==> config.mk <==
export PLATFORM = sky130hd
export DESIGN_NAME = rtcpr_top
export DESIGN_NICKNAME = d
export VERILOG_FILES = /design/src/hw/rtcpr_pkg.sv /design/src/hw/rtcpr_top.sv
export SDC_FILE = /design/constraint.sdc
export NUM_CORES = 1
export LEC_CHECK = 0
export ABC_CLOCK_PERIOD_IN_PS = 2200
export BUFFER_PORTS_ARGS = -buffer_cell sky130_fd_sc_hd__buf_2
export CORE_MARGIN = 4
export CORE_UTILIZATION = 49
export DETAILED_ROUTE_END_ITERATION = 12
export PLACE_DENSITY = 0.85
export SYNTH_ARGS = -nofsm -noshare
export SYNTH_HDL_FRONTEND = slang
export SYNTH_SLANG_ARGS = --single-unit
==> constraint.sdc <==
create_clock -name CLOCK_I -period 2.2 [get_ports CLOCK_I]
set_clock_uncertainty 0.15 [all_clocks]
set_input_delay 0.22 -clock CLOCK_I [delete_from_list [all_inputs] [get_ports CLOCK_I]]
set_output_delay 0.22 -clock CLOCK_I [all_outputs]
set_load 0.02 [all_outputs]
==> src/hw/rtcpr_pkg.sv <==
// rtcpr_pkg: offsets, field positions, reset values, timing and types
// assumes a 200 MHz system clock and a 32.768 kHz low-speed time base
package rtcpr_pkg;

	// =========================================================
	// register offsets (byte addresses)
	localparam logic [7:0] OFS_PAGE = 8'h00;
	localparam logic [7:0] OFS_RESET = 8'h04;
	localparam logic [7:0] OFS_STAT = 8'h08;
	localparam logic [7:0] OFS_MASK = 8'h0c;
	localparam logic [7:0] OFS_SEC = 8'h10;
	localparam logic [7:0] OFS_MIN = 8'h14;
	localparam logic [7:0] OFS_HOUR = 8'h18;
	localparam logic [7:0] OFS_DAY = 8'h1c;
	localparam logic [7:0] OFS_WDAY = 8'h20;

	// =========================================================
	// field positions
	localparam int unsigned PG_IRQ_EN = 7;
	localparam int unsigned PG_ADJUST = 4;
	localparam int unsigned PG_RUN = 3;
	localparam int unsigned PG_ALM = 2;
	localparam int unsigned PG_PAGE = 0;
	localparam int unsigned RS_DIS1 = 7;
	localparam int unsigned RS_DIS16 = 6;
	localparam int unsigned RS_SECRST = 5;
	localparam int unsigned RS_ALMINIT = 4;
	localparam int unsigned IRQ_EVT = 0;
	localparam int unsigned IRQ_ADJ = 1;
	localparam int unsigned IRQ_SRST = 2;
	localparam int unsigned IRQ_W = 3;

	// =========================================================
	// reset and init values
	localparam logic [7:0] PAGE_RST = 8'h00;
	localparam logic [7:0] RESET_RST = 8'hc0;
	localparam logic [2:0] LOW3_RST_WR = 3'h7;
	localparam logic [6:0] ALM_MIN_INIT = 7'h00;
	localparam logic [5:0] ALM_HOUR_INIT = 6'h00;
	localparam logic [5:0] ALM_DAY_INIT = 6'h01;
	localparam logic [2:0] ALM_WDAY_INIT = 3'h0;
	localparam logic [5:0] SEC_LAST = 6'h3b;
	localparam logic [5:0] SEC_HALF = 6'h1e;

	// =========================================================
	// timing
	localparam int unsigned CLK_HZ = 200_000_000;
	localparam int unsigned FS_HZ = 32_768;
	localparam int unsigned FS_DIV_DEF = CLK_HZ / FS_HZ;
	localparam int unsigned PRE_DIV_DEF = FS_HZ;
	localparam int unsigned HZ16_DIV_DEF = FS_HZ / 16;

	// =========================================================
	// types
	typedef struct packed {
		logic [2:0] wday;
		logic [5:0] day;
		logic [5:0] hour;
		logic [6:0] min;
	} rtcpr_time_t;

	typedef struct packed {
		logic pg_irq_en;
		logic pg_adjust;
		logic pg_run;
		logic pg_alm;
		logic pg_page;
		logic rs_dis1;
		logic rs_dis16;
		logic rs_sec_rst;
		logic [2:0] rs_low3;
		rtcpr_time_t alarm;
		logic [12:0] fs_cnt;
		logic [14:0] pre_cnt;
		logic [10:0] h16_cnt;
		logic [5:0] sec;
		logic min_carry;
		logic match_d;
		logic irq_pulse;
		logic [IRQ_W-1:0] sts;
		logic [IRQ_W-1:0] msk;
		logic dp_valid;
		logic dp_write;
		logic [7:0] dp_addr;
		logic [31:0] rdata;
	} rtcpr_state_t;

endpackage : rtcpr_pkg

==> src/hw/rtcpr_top.sv <==
// rtcpr_top: page/enable control, seconds adjust and reset, alarm init,
// interrupt source select, behind an AHB-Lite slave
// assumes inputs synchronous to CLOCK_I; current time supplied from outside
//
// The AHB-Lite interface to the registers and the placing of the registers are this design's own decisions.
`timescale 1ns/1ps

// Behaviour
// - adjust request acts only at the next seconds count-up.
// - adjust with seconds 0..29 clears seconds, minutes unchanged.
// - adjust with seconds 30..59 carries a minute and clears seconds.
// - adjust bit reads one while pending; writing zero does nothing.
// - writing one requests prescaler reset (seconds kept), sampled on low-speed clock.
// - seconds reset bit reads one while pending; writing zero does nothing.
// - alarm init loads minute 00, hour 00, day 01, Sunday.
// - source is alarm, 1 Hz or 16 Hz per disable bits and alarm enable.
// - clock-run off stops seconds and carries; prescaler keeps counting.
// - page bit one maps shared addresses to the alarm page.
// - each selected event gives a one low-speed-cycle request pulse while the interrupt enable bit is one.
// - alarm event when current time becomes equal to the alarm registers.
module rtcpr_top
	import rtcpr_pkg::*;
#(
	parameter int unsigned FS_DIV = rtcpr_pkg::FS_DIV_DEF,
	parameter int unsigned PRE_DIV = rtcpr_pkg::PRE_DIV_DEF,
	parameter int unsigned HZ16_DIV = rtcpr_pkg::HZ16_DIV_DEF,
	parameter bit LOW3_WR = 1'b0
)
(
	// clock and reset
	input wire logic CLOCK_I,
	input wire logic RST_B_I,
	// ahb-lite slave
	input wire logic HSEL_I,
	input wire logic [31:0] HADDR_I,
	input wire logic [1:0] HTRANS_I,
	input wire logic HWRITE_I,
	input wire logic [2:0] HSIZE_I,
	input wire logic [31:0] HWDATA_I,
	input wire logic HREADY_I,
	output logic [31:0] HRDATA_O,
	output logic HREADYOUT_O,
	output logic HRESP_O,
	// time page values
	input wire rtcpr_pkg::rtcpr_time_t CUR_TIME_I,
	// time and alarm outputs
	output logic [5:0] SEC_O,
	output logic MIN_CARRY_O,
	output rtcpr_pkg::rtcpr_time_t ALARM_TIME_O,
	// interrupts
	output logic CLOCK_IRQ_REQ_O,
	output logic ALARM_N_O,
	output logic IRQ_O
);
	import rtcpr_pkg::*;

	rtcpr_state_t state_r;
	rtcpr_state_t state_nxt;

	localparam logic [12:0] FS_LAST = 13'(FS_DIV - 1);
	localparam logic [14:0] PRE_LAST = 15'(PRE_DIV - 1);
	localparam logic [10:0] H16_LAST = 11'(HZ16_DIV - 1);
	localparam logic [2:0] LOW3_RST = LOW3_WR ? LOW3_RST_WR : 3'h0;

	// =========================================================
	// next-state logic
	always_comb
	begin
		logic fs_tick;
		logic sec_tick;
		logic hz16_tick;
		logic match;
		logic alm_ev;
		logic ev;
		logic [IRQ_W-1:0] sts_set;
		logic [IRQ_W-1:0] sts_clr;
		logic [7:0] wd;
		logic [7:0] rd;
		logic [7:0] ra;
		fs_tick = 1'b0;
		sec_tick = 1'b0;
		hz16_tick = 1'b0;
		match = 1'b0;
		alm_ev = 1'b0;
		ev = 1'b0;
		sts_set = '0;
		sts_clr = '0;
		wd = HWDATA_I[7:0];
		rd = 8'h00;
		ra = HADDR_I[7:0];
		state_nxt = state_r;
		state_nxt.min_carry = 1'b0;

		// low-speed time base and prescaler, free running
		fs_tick = (state_r.fs_cnt == FS_LAST);
		state_nxt.fs_cnt = fs_tick ? 13'h0000 : state_r.fs_cnt + 13'h0001;
		sec_tick = fs_tick && (state_r.pre_cnt == PRE_LAST);
		hz16_tick = fs_tick && (state_r.h16_cnt == H16_LAST);
		if (fs_tick)
		begin
			state_nxt.pre_cnt = sec_tick ? 15'h0000 : state_r.pre_cnt + 15'h0001;
			state_nxt.h16_cnt = hz16_tick ? 11'h000 : state_r.h16_cnt + 11'h001;
		end

		if (sec_tick && state_r.pg_run)
		begin
			if (state_r.pg_adjust)
			begin
				state_nxt.sec = 6'h00;
				state_nxt.min_carry = (state_r.sec >= SEC_HALF);
				state_nxt.pg_adjust = 1'b0;
				sts_set[IRQ_ADJ] = 1'b1;
			end
			else if (state_r.sec == SEC_LAST)
			begin
				state_nxt.sec = 6'h00;
				state_nxt.min_carry = 1'b1;
			end
			else
			begin
				state_nxt.sec = state_r.sec + 6'h01;
			end
		end

		if (fs_tick && state_r.rs_sec_rst)
		begin
			state_nxt.pre_cnt = 15'h0000;
			state_nxt.rs_sec_rst = 1'b0;
			sts_set[IRQ_SRST] = 1'b1;
		end

		match = (state_r.alarm == CUR_TIME_I);
		if (fs_tick)
		begin
			state_nxt.match_d = match;
		end
		alm_ev = match && !state_r.match_d;

		unique case ({state_r.rs_dis1, state_r.rs_dis16, state_r.pg_alm})
			3'b111: ev = alm_ev;
			3'b010: ev = sec_tick;
			3'b100: ev = hz16_tick;
			default: ev = 1'b0;
		endcase
		ev = ev && fs_tick && state_r.pg_irq_en;
		if (fs_tick)
		begin
			state_nxt.irq_pulse = ev;
		end
		sts_set[IRQ_EVT] = ev;

		// bus data phase write
		if (state_r.dp_valid && state_r.dp_write)
		begin
			unique case (state_r.dp_addr)
				OFS_PAGE:
				begin
					state_nxt.pg_irq_en = wd[PG_IRQ_EN];
					if (wd[PG_ADJUST])
					begin
						state_nxt.pg_adjust = 1'b1;
					end
					state_nxt.pg_run = wd[PG_RUN];
					state_nxt.pg_alm = wd[PG_ALM];
					state_nxt.pg_page = wd[PG_PAGE];
				end
				OFS_RESET:
				begin
					state_nxt.rs_dis1 = wd[RS_DIS1];
					state_nxt.rs_dis16 = wd[RS_DIS16];
					if (wd[RS_SECRST])
					begin
						state_nxt.rs_sec_rst = 1'b1;
					end
					if (wd[RS_ALMINIT])
					begin
						state_nxt.alarm.min = ALM_MIN_INIT;
						state_nxt.alarm.hour = ALM_HOUR_INIT;
						state_nxt.alarm.day = ALM_DAY_INIT;
						state_nxt.alarm.wday = ALM_WDAY_INIT;
					end
					if (LOW3_WR)
					begin
						state_nxt.rs_low3 = wd[2:0];
					end
				end
				OFS_STAT: sts_clr = wd[IRQ_W-1:0];
				OFS_MASK: state_nxt.msk = wd[IRQ_W-1:0];
				// alarm page writable only on page one
				OFS_MIN:
				begin
					if (state_r.pg_page)
					begin
						state_nxt.alarm.min = wd[6:0];
					end
				end
				OFS_HOUR:
				begin
					if (state_r.pg_page)
					begin
						state_nxt.alarm.hour = wd[5:0];
					end
				end
				OFS_DAY:
				begin
					if (state_r.pg_page)
					begin
						state_nxt.alarm.day = wd[5:0];
					end
				end
				OFS_WDAY:
				begin
					if (state_r.pg_page)
					begin
						state_nxt.alarm.wday = wd[2:0];
					end
				end
				default: state_nxt.msk = state_r.msk;
			endcase
		end

		// sticky status, set beats clear
		state_nxt.sts = (state_r.sts & ~sts_clr) | sts_set;

		// address phase capture
		state_nxt.dp_valid = HSEL_I && HREADY_I && HTRANS_I[1] && (HADDR_I[31:8] == 24'h000000);
		state_nxt.dp_write = HWRITE_I;
		state_nxt.dp_addr = ra;

		// read mux on next values so a write just before is seen
		unique case (ra)
			OFS_PAGE: rd = {state_nxt.pg_irq_en, 2'b00, state_nxt.pg_adjust,
				state_nxt.pg_run, state_nxt.pg_alm, 1'b0, state_nxt.pg_page};
			OFS_RESET: rd = {state_nxt.rs_dis1, state_nxt.rs_dis16, state_nxt.rs_sec_rst,
				2'b00, state_nxt.rs_low3};
			OFS_STAT: rd = {5'h00, state_nxt.sts};
			OFS_MASK: rd = {5'h00, state_nxt.msk};
			OFS_SEC: rd = state_nxt.pg_page ? 8'h00 : {2'b00, state_nxt.sec};
			OFS_MIN: rd = {1'b0, state_nxt.pg_page ? state_nxt.alarm.min : CUR_TIME_I.min};
			OFS_HOUR: rd = {2'b00, state_nxt.pg_page ? state_nxt.alarm.hour : CUR_TIME_I.hour};
			OFS_DAY: rd = {2'b00, state_nxt.pg_page ? state_nxt.alarm.day : CUR_TIME_I.day};
			OFS_WDAY: rd = {5'h00, state_nxt.pg_page ? state_nxt.alarm.wday : CUR_TIME_I.wday};
			default: rd = 8'h00;
		endcase
		if (state_nxt.dp_valid && !HWRITE_I)
		begin
			state_nxt.rdata = {24'h000000, rd};
		end
		else
		begin
			state_nxt.rdata = 32'h00000000;
		end
	end

	// =========================================================
	// state register
	always_ff @(posedge CLOCK_I or negedge RST_B_I)
	begin
		if (!RST_B_I)
		begin
			state_r <= '0;
			state_r.pg_irq_en <= PAGE_RST[PG_IRQ_EN];
			state_r.pg_run <= PAGE_RST[PG_RUN];
			state_r.pg_alm <= PAGE_RST[PG_ALM];
			state_r.pg_page <= PAGE_RST[PG_PAGE];
			state_r.rs_dis1 <= RESET_RST[RS_DIS1];
			state_r.rs_dis16 <= RESET_RST[RS_DIS16];
			state_r.rs_low3 <= LOW3_RST;
		end
		else
		begin
			state_r <= state_nxt;
		end
	end

	// =========================================================
	// outputs
	assign HRDATA_O = state_r.rdata;
	assign HREADYOUT_O = 1'b1;
	assign HRESP_O = 1'b0;
	assign SEC_O = state_r.sec;
	assign MIN_CARRY_O = state_r.min_carry;
	assign ALARM_TIME_O = state_r.alarm;
	assign CLOCK_IRQ_REQ_O = state_r.irq_pulse;
	assign ALARM_N_O = ~state_r.irq_pulse;
	assign IRQ_O = |(state_r.sts & state_r.msk);

endmodule : rtcpr_top

==> out/results.ini <==
[clock_network]
clkLatencyLatePin_ns=0.38
cts_root_buf=clkbuf_16
clkTransAtPathRegs_ns=0.08
h-tree-depth=3
cts_buffers=9
cts_tree=yes
clock-sinks=102
clockBufferDepth=2

[global_routing]
grt_pass1_vias=6567
overflow=0
grt_pass1_wl_mm=33.5
grt_use_met1=0.357
busiest_layer=met2
grt_max_degree=41
grtUsageMet2=0.474
antenna_found_initial=0
grt.total_usage=0.289
grt_use_met3=0.0729

[critical_path]
cp_max_fo=5
cp.arrival_ns=2.67
rr_worst_depth=9
start_kind=flip-flop
crit_type=flip-flop to flip-flop
end_kind=flip-flop
worst_ep_required_time_ns=2.33

[synth]
synth_fa_ha_area_frac=0.0119
async_reset_ff_frac=1.00
syn_area_um2=6320
synth_top_family_by_area=simple AND/OR/NAND/NOR gates
synth_xor_area_frac=0.0541
synth-seq-area-share=0.404
synth.area.top_cells=dfrtp_1 (40%), buf_4 (7.4%), nand2_1 (4.1%)
synth_top_cell_by_area=dfrtp_1
synth_top_cell_area_share=0.396
synth_cells=677
synth-simple-area-share=0.235
synth-compound-area-share=0.171
syn_area_per_cell_um2=9.33
synthFlopType=dfrtp_1
ys_types=83
synth_warnings=0
synthMuxAreaShare=0.0269
ys_seq_elements=102
synth-edff-count=0

[run]
cap_violations=0

[routing]
drt_first_pass_iters=7
num_vias=6827
wirelength_mm=23.1
drc=0
antenna_left=0
first_iter_violations=832
wl_per_cell_um=20.8
routed_via_density=6.13

[finish]
area_growth_pct=42.1
drive_gt1_frac=0.440
final_util=0.711
insertedDiodeCount=0
final_common_cell=buf_4
fill_cells=854
final_cell_mix=buf_4 (163), buf_2 (105), dfrtp_1 (96), nand2_1 (65), o21ai_0 (32)
num-nets-final=1038

[die]
initial_core_util=0.501
die-area_um2=14800
ioPinCount=162
fp-row-count=41
chipWidth_um=122
fp.coreArea_um2=12600
die-height_um=122

[timing]
timing.hold.ws_ns=0.0207
slew_viol_final=0
setup_ws_ns=-0.340
min_period_ns=2.54
hold_viol=0
slew_headroom=0.624
setup_viol=20
worst_pin_slew_ns=0.557
rsz0062_at_grt=yes
fin_crit_sh=1.15
fmax_mhz=394

[placement]
port_buffers=107
gp_congestion=1.03
dpl.hpwl_mm=15.1

[power]
ir_worst_vdd_mv=0.529
p_per_area_nw_per_um2=439
p_leak_nw=4.21

[hold_path]
min_path_type=input pin to flip-flop
min_path_cells=2

[outcome]
status=finished, violations left
violations=setup timing

## registers in the layout, indices dropped and copies added (netlist names)
signal,cells
ALARM_TIME_O,22
CLOCK_IRQ_REQ_O,1
HRDATA_O,8
MIN_CARRY_O,1
SEC_O,6
state_r,64
## per-layer routing
layer  part of all wire  vias up
li1                   -     2915
met2               0.47      572
met5                  0        -
met3               0.10      164
met1               0.35     3176
met4              0.067        0
## synth_stat cells (5+ instances only)
master	count
o31ai_1	8
o22ai_1	7
xnor2_1	10
nor2_1	31
nand2b_1	9
a31oi_1	7
xor2_1	29
nor3_1	15
and3_1	13
a21oi_1	20
a21o_1	11
nor2b_1	6
ha_1	6
o21ai_0	49
buf_4	62
a32o_1	5
nand4_1	11
nand2_1	69
mux2_2	9
nand3_1	34
a211oi_1	5
clkbuf_1	14
a22o_1	6
dfrtp_1	100
nor4_1	16
and2_1	16
inv_1	16
## worst max-delay path, stage by stage (launching register included)
cell and delay, ns:
dfrtp_1 0.39, nand4b_1 0.24, nor4_4 0.33, nand4_1 0.14, buf_6 0.16, buf_6 0.11, nand3b_1 0.18, a211o_1 0.36
and4_1 0.21, a31oi_1 0.16
## timing repair
item,in CTS,in global routing
gates resized for setup,55,67
gates cloned,1,0
hold endpoints to repair,38,0
hold buffers,13,0
pin swaps,20,27
buffers inserted,13,18
setup endpoints to repair,28,29
## final cells by class
class                      count  area (um2)  area share
tap                          172         215      0.0240
sequential                   102        2560       0.285
clock buffer                   9         225      0.0251
timing repair buffer         305        2190       0.244
clock inverter                 7        62.6     0.00697
multi-input combinational    501        3660       0.407
inverter                      17        66.3     0.00739
## report_power, final
part | switching, W | internal [W] | leakage (nW)
logic | 0.000241 | 0.000173 | 2.75
clock network | 0.000826 | 0.000793 | 0.139
registers | 0.0000195 | 0.00189 | 1.32
total | 0.00109 | 0.00286 | 4.21
## kinds of logic (layout without fill, tap and decap cells)
family,after synthesis,after routing
other cells,2,26
compound gates,158,158
simple gates,258,258
buf+inv,98,338
xor+xnor,39,39
fa+ha+maj,6,6
mux,14,14
flops,102,102
## worst paths after layout
check / startpoint / to / slack [ns]
setup reg to reg: state_r[94] / HRDATA_O[2] / -0.34
setup / recovery: state_r[94] / HRDATA_O[2] / -0.34
hold / removal: HADDR_I[2] / state_r[34] / 0.02
max in group asynchronous: RST_B_I / state_r[123] / 1.09
min in group asynchronous: RST_B_I / state_r[79] / 0.19
hold reg to reg: state_r[66] / state_r[66] / 0.35
## through the flow
stage	power [W]	TNS [ns]	instances	setup slack, ns	cell area (um2)
floorplan	0.00211	-0.431	701	-0.117	6460
global placement	0.00230	-2.18	1056	-0.323	7880
detailed placement	0.00230	-2.92	1056	-0.333	7880
CTS	0.00392	-1.07	1099	-0.256	8620
global route	0.00404	-4.02	1113	-0.408	8980
finish	0.00394	-2.32	1113	-0.340	8980
No activity file was read; power rests on OpenSTA's default activity.
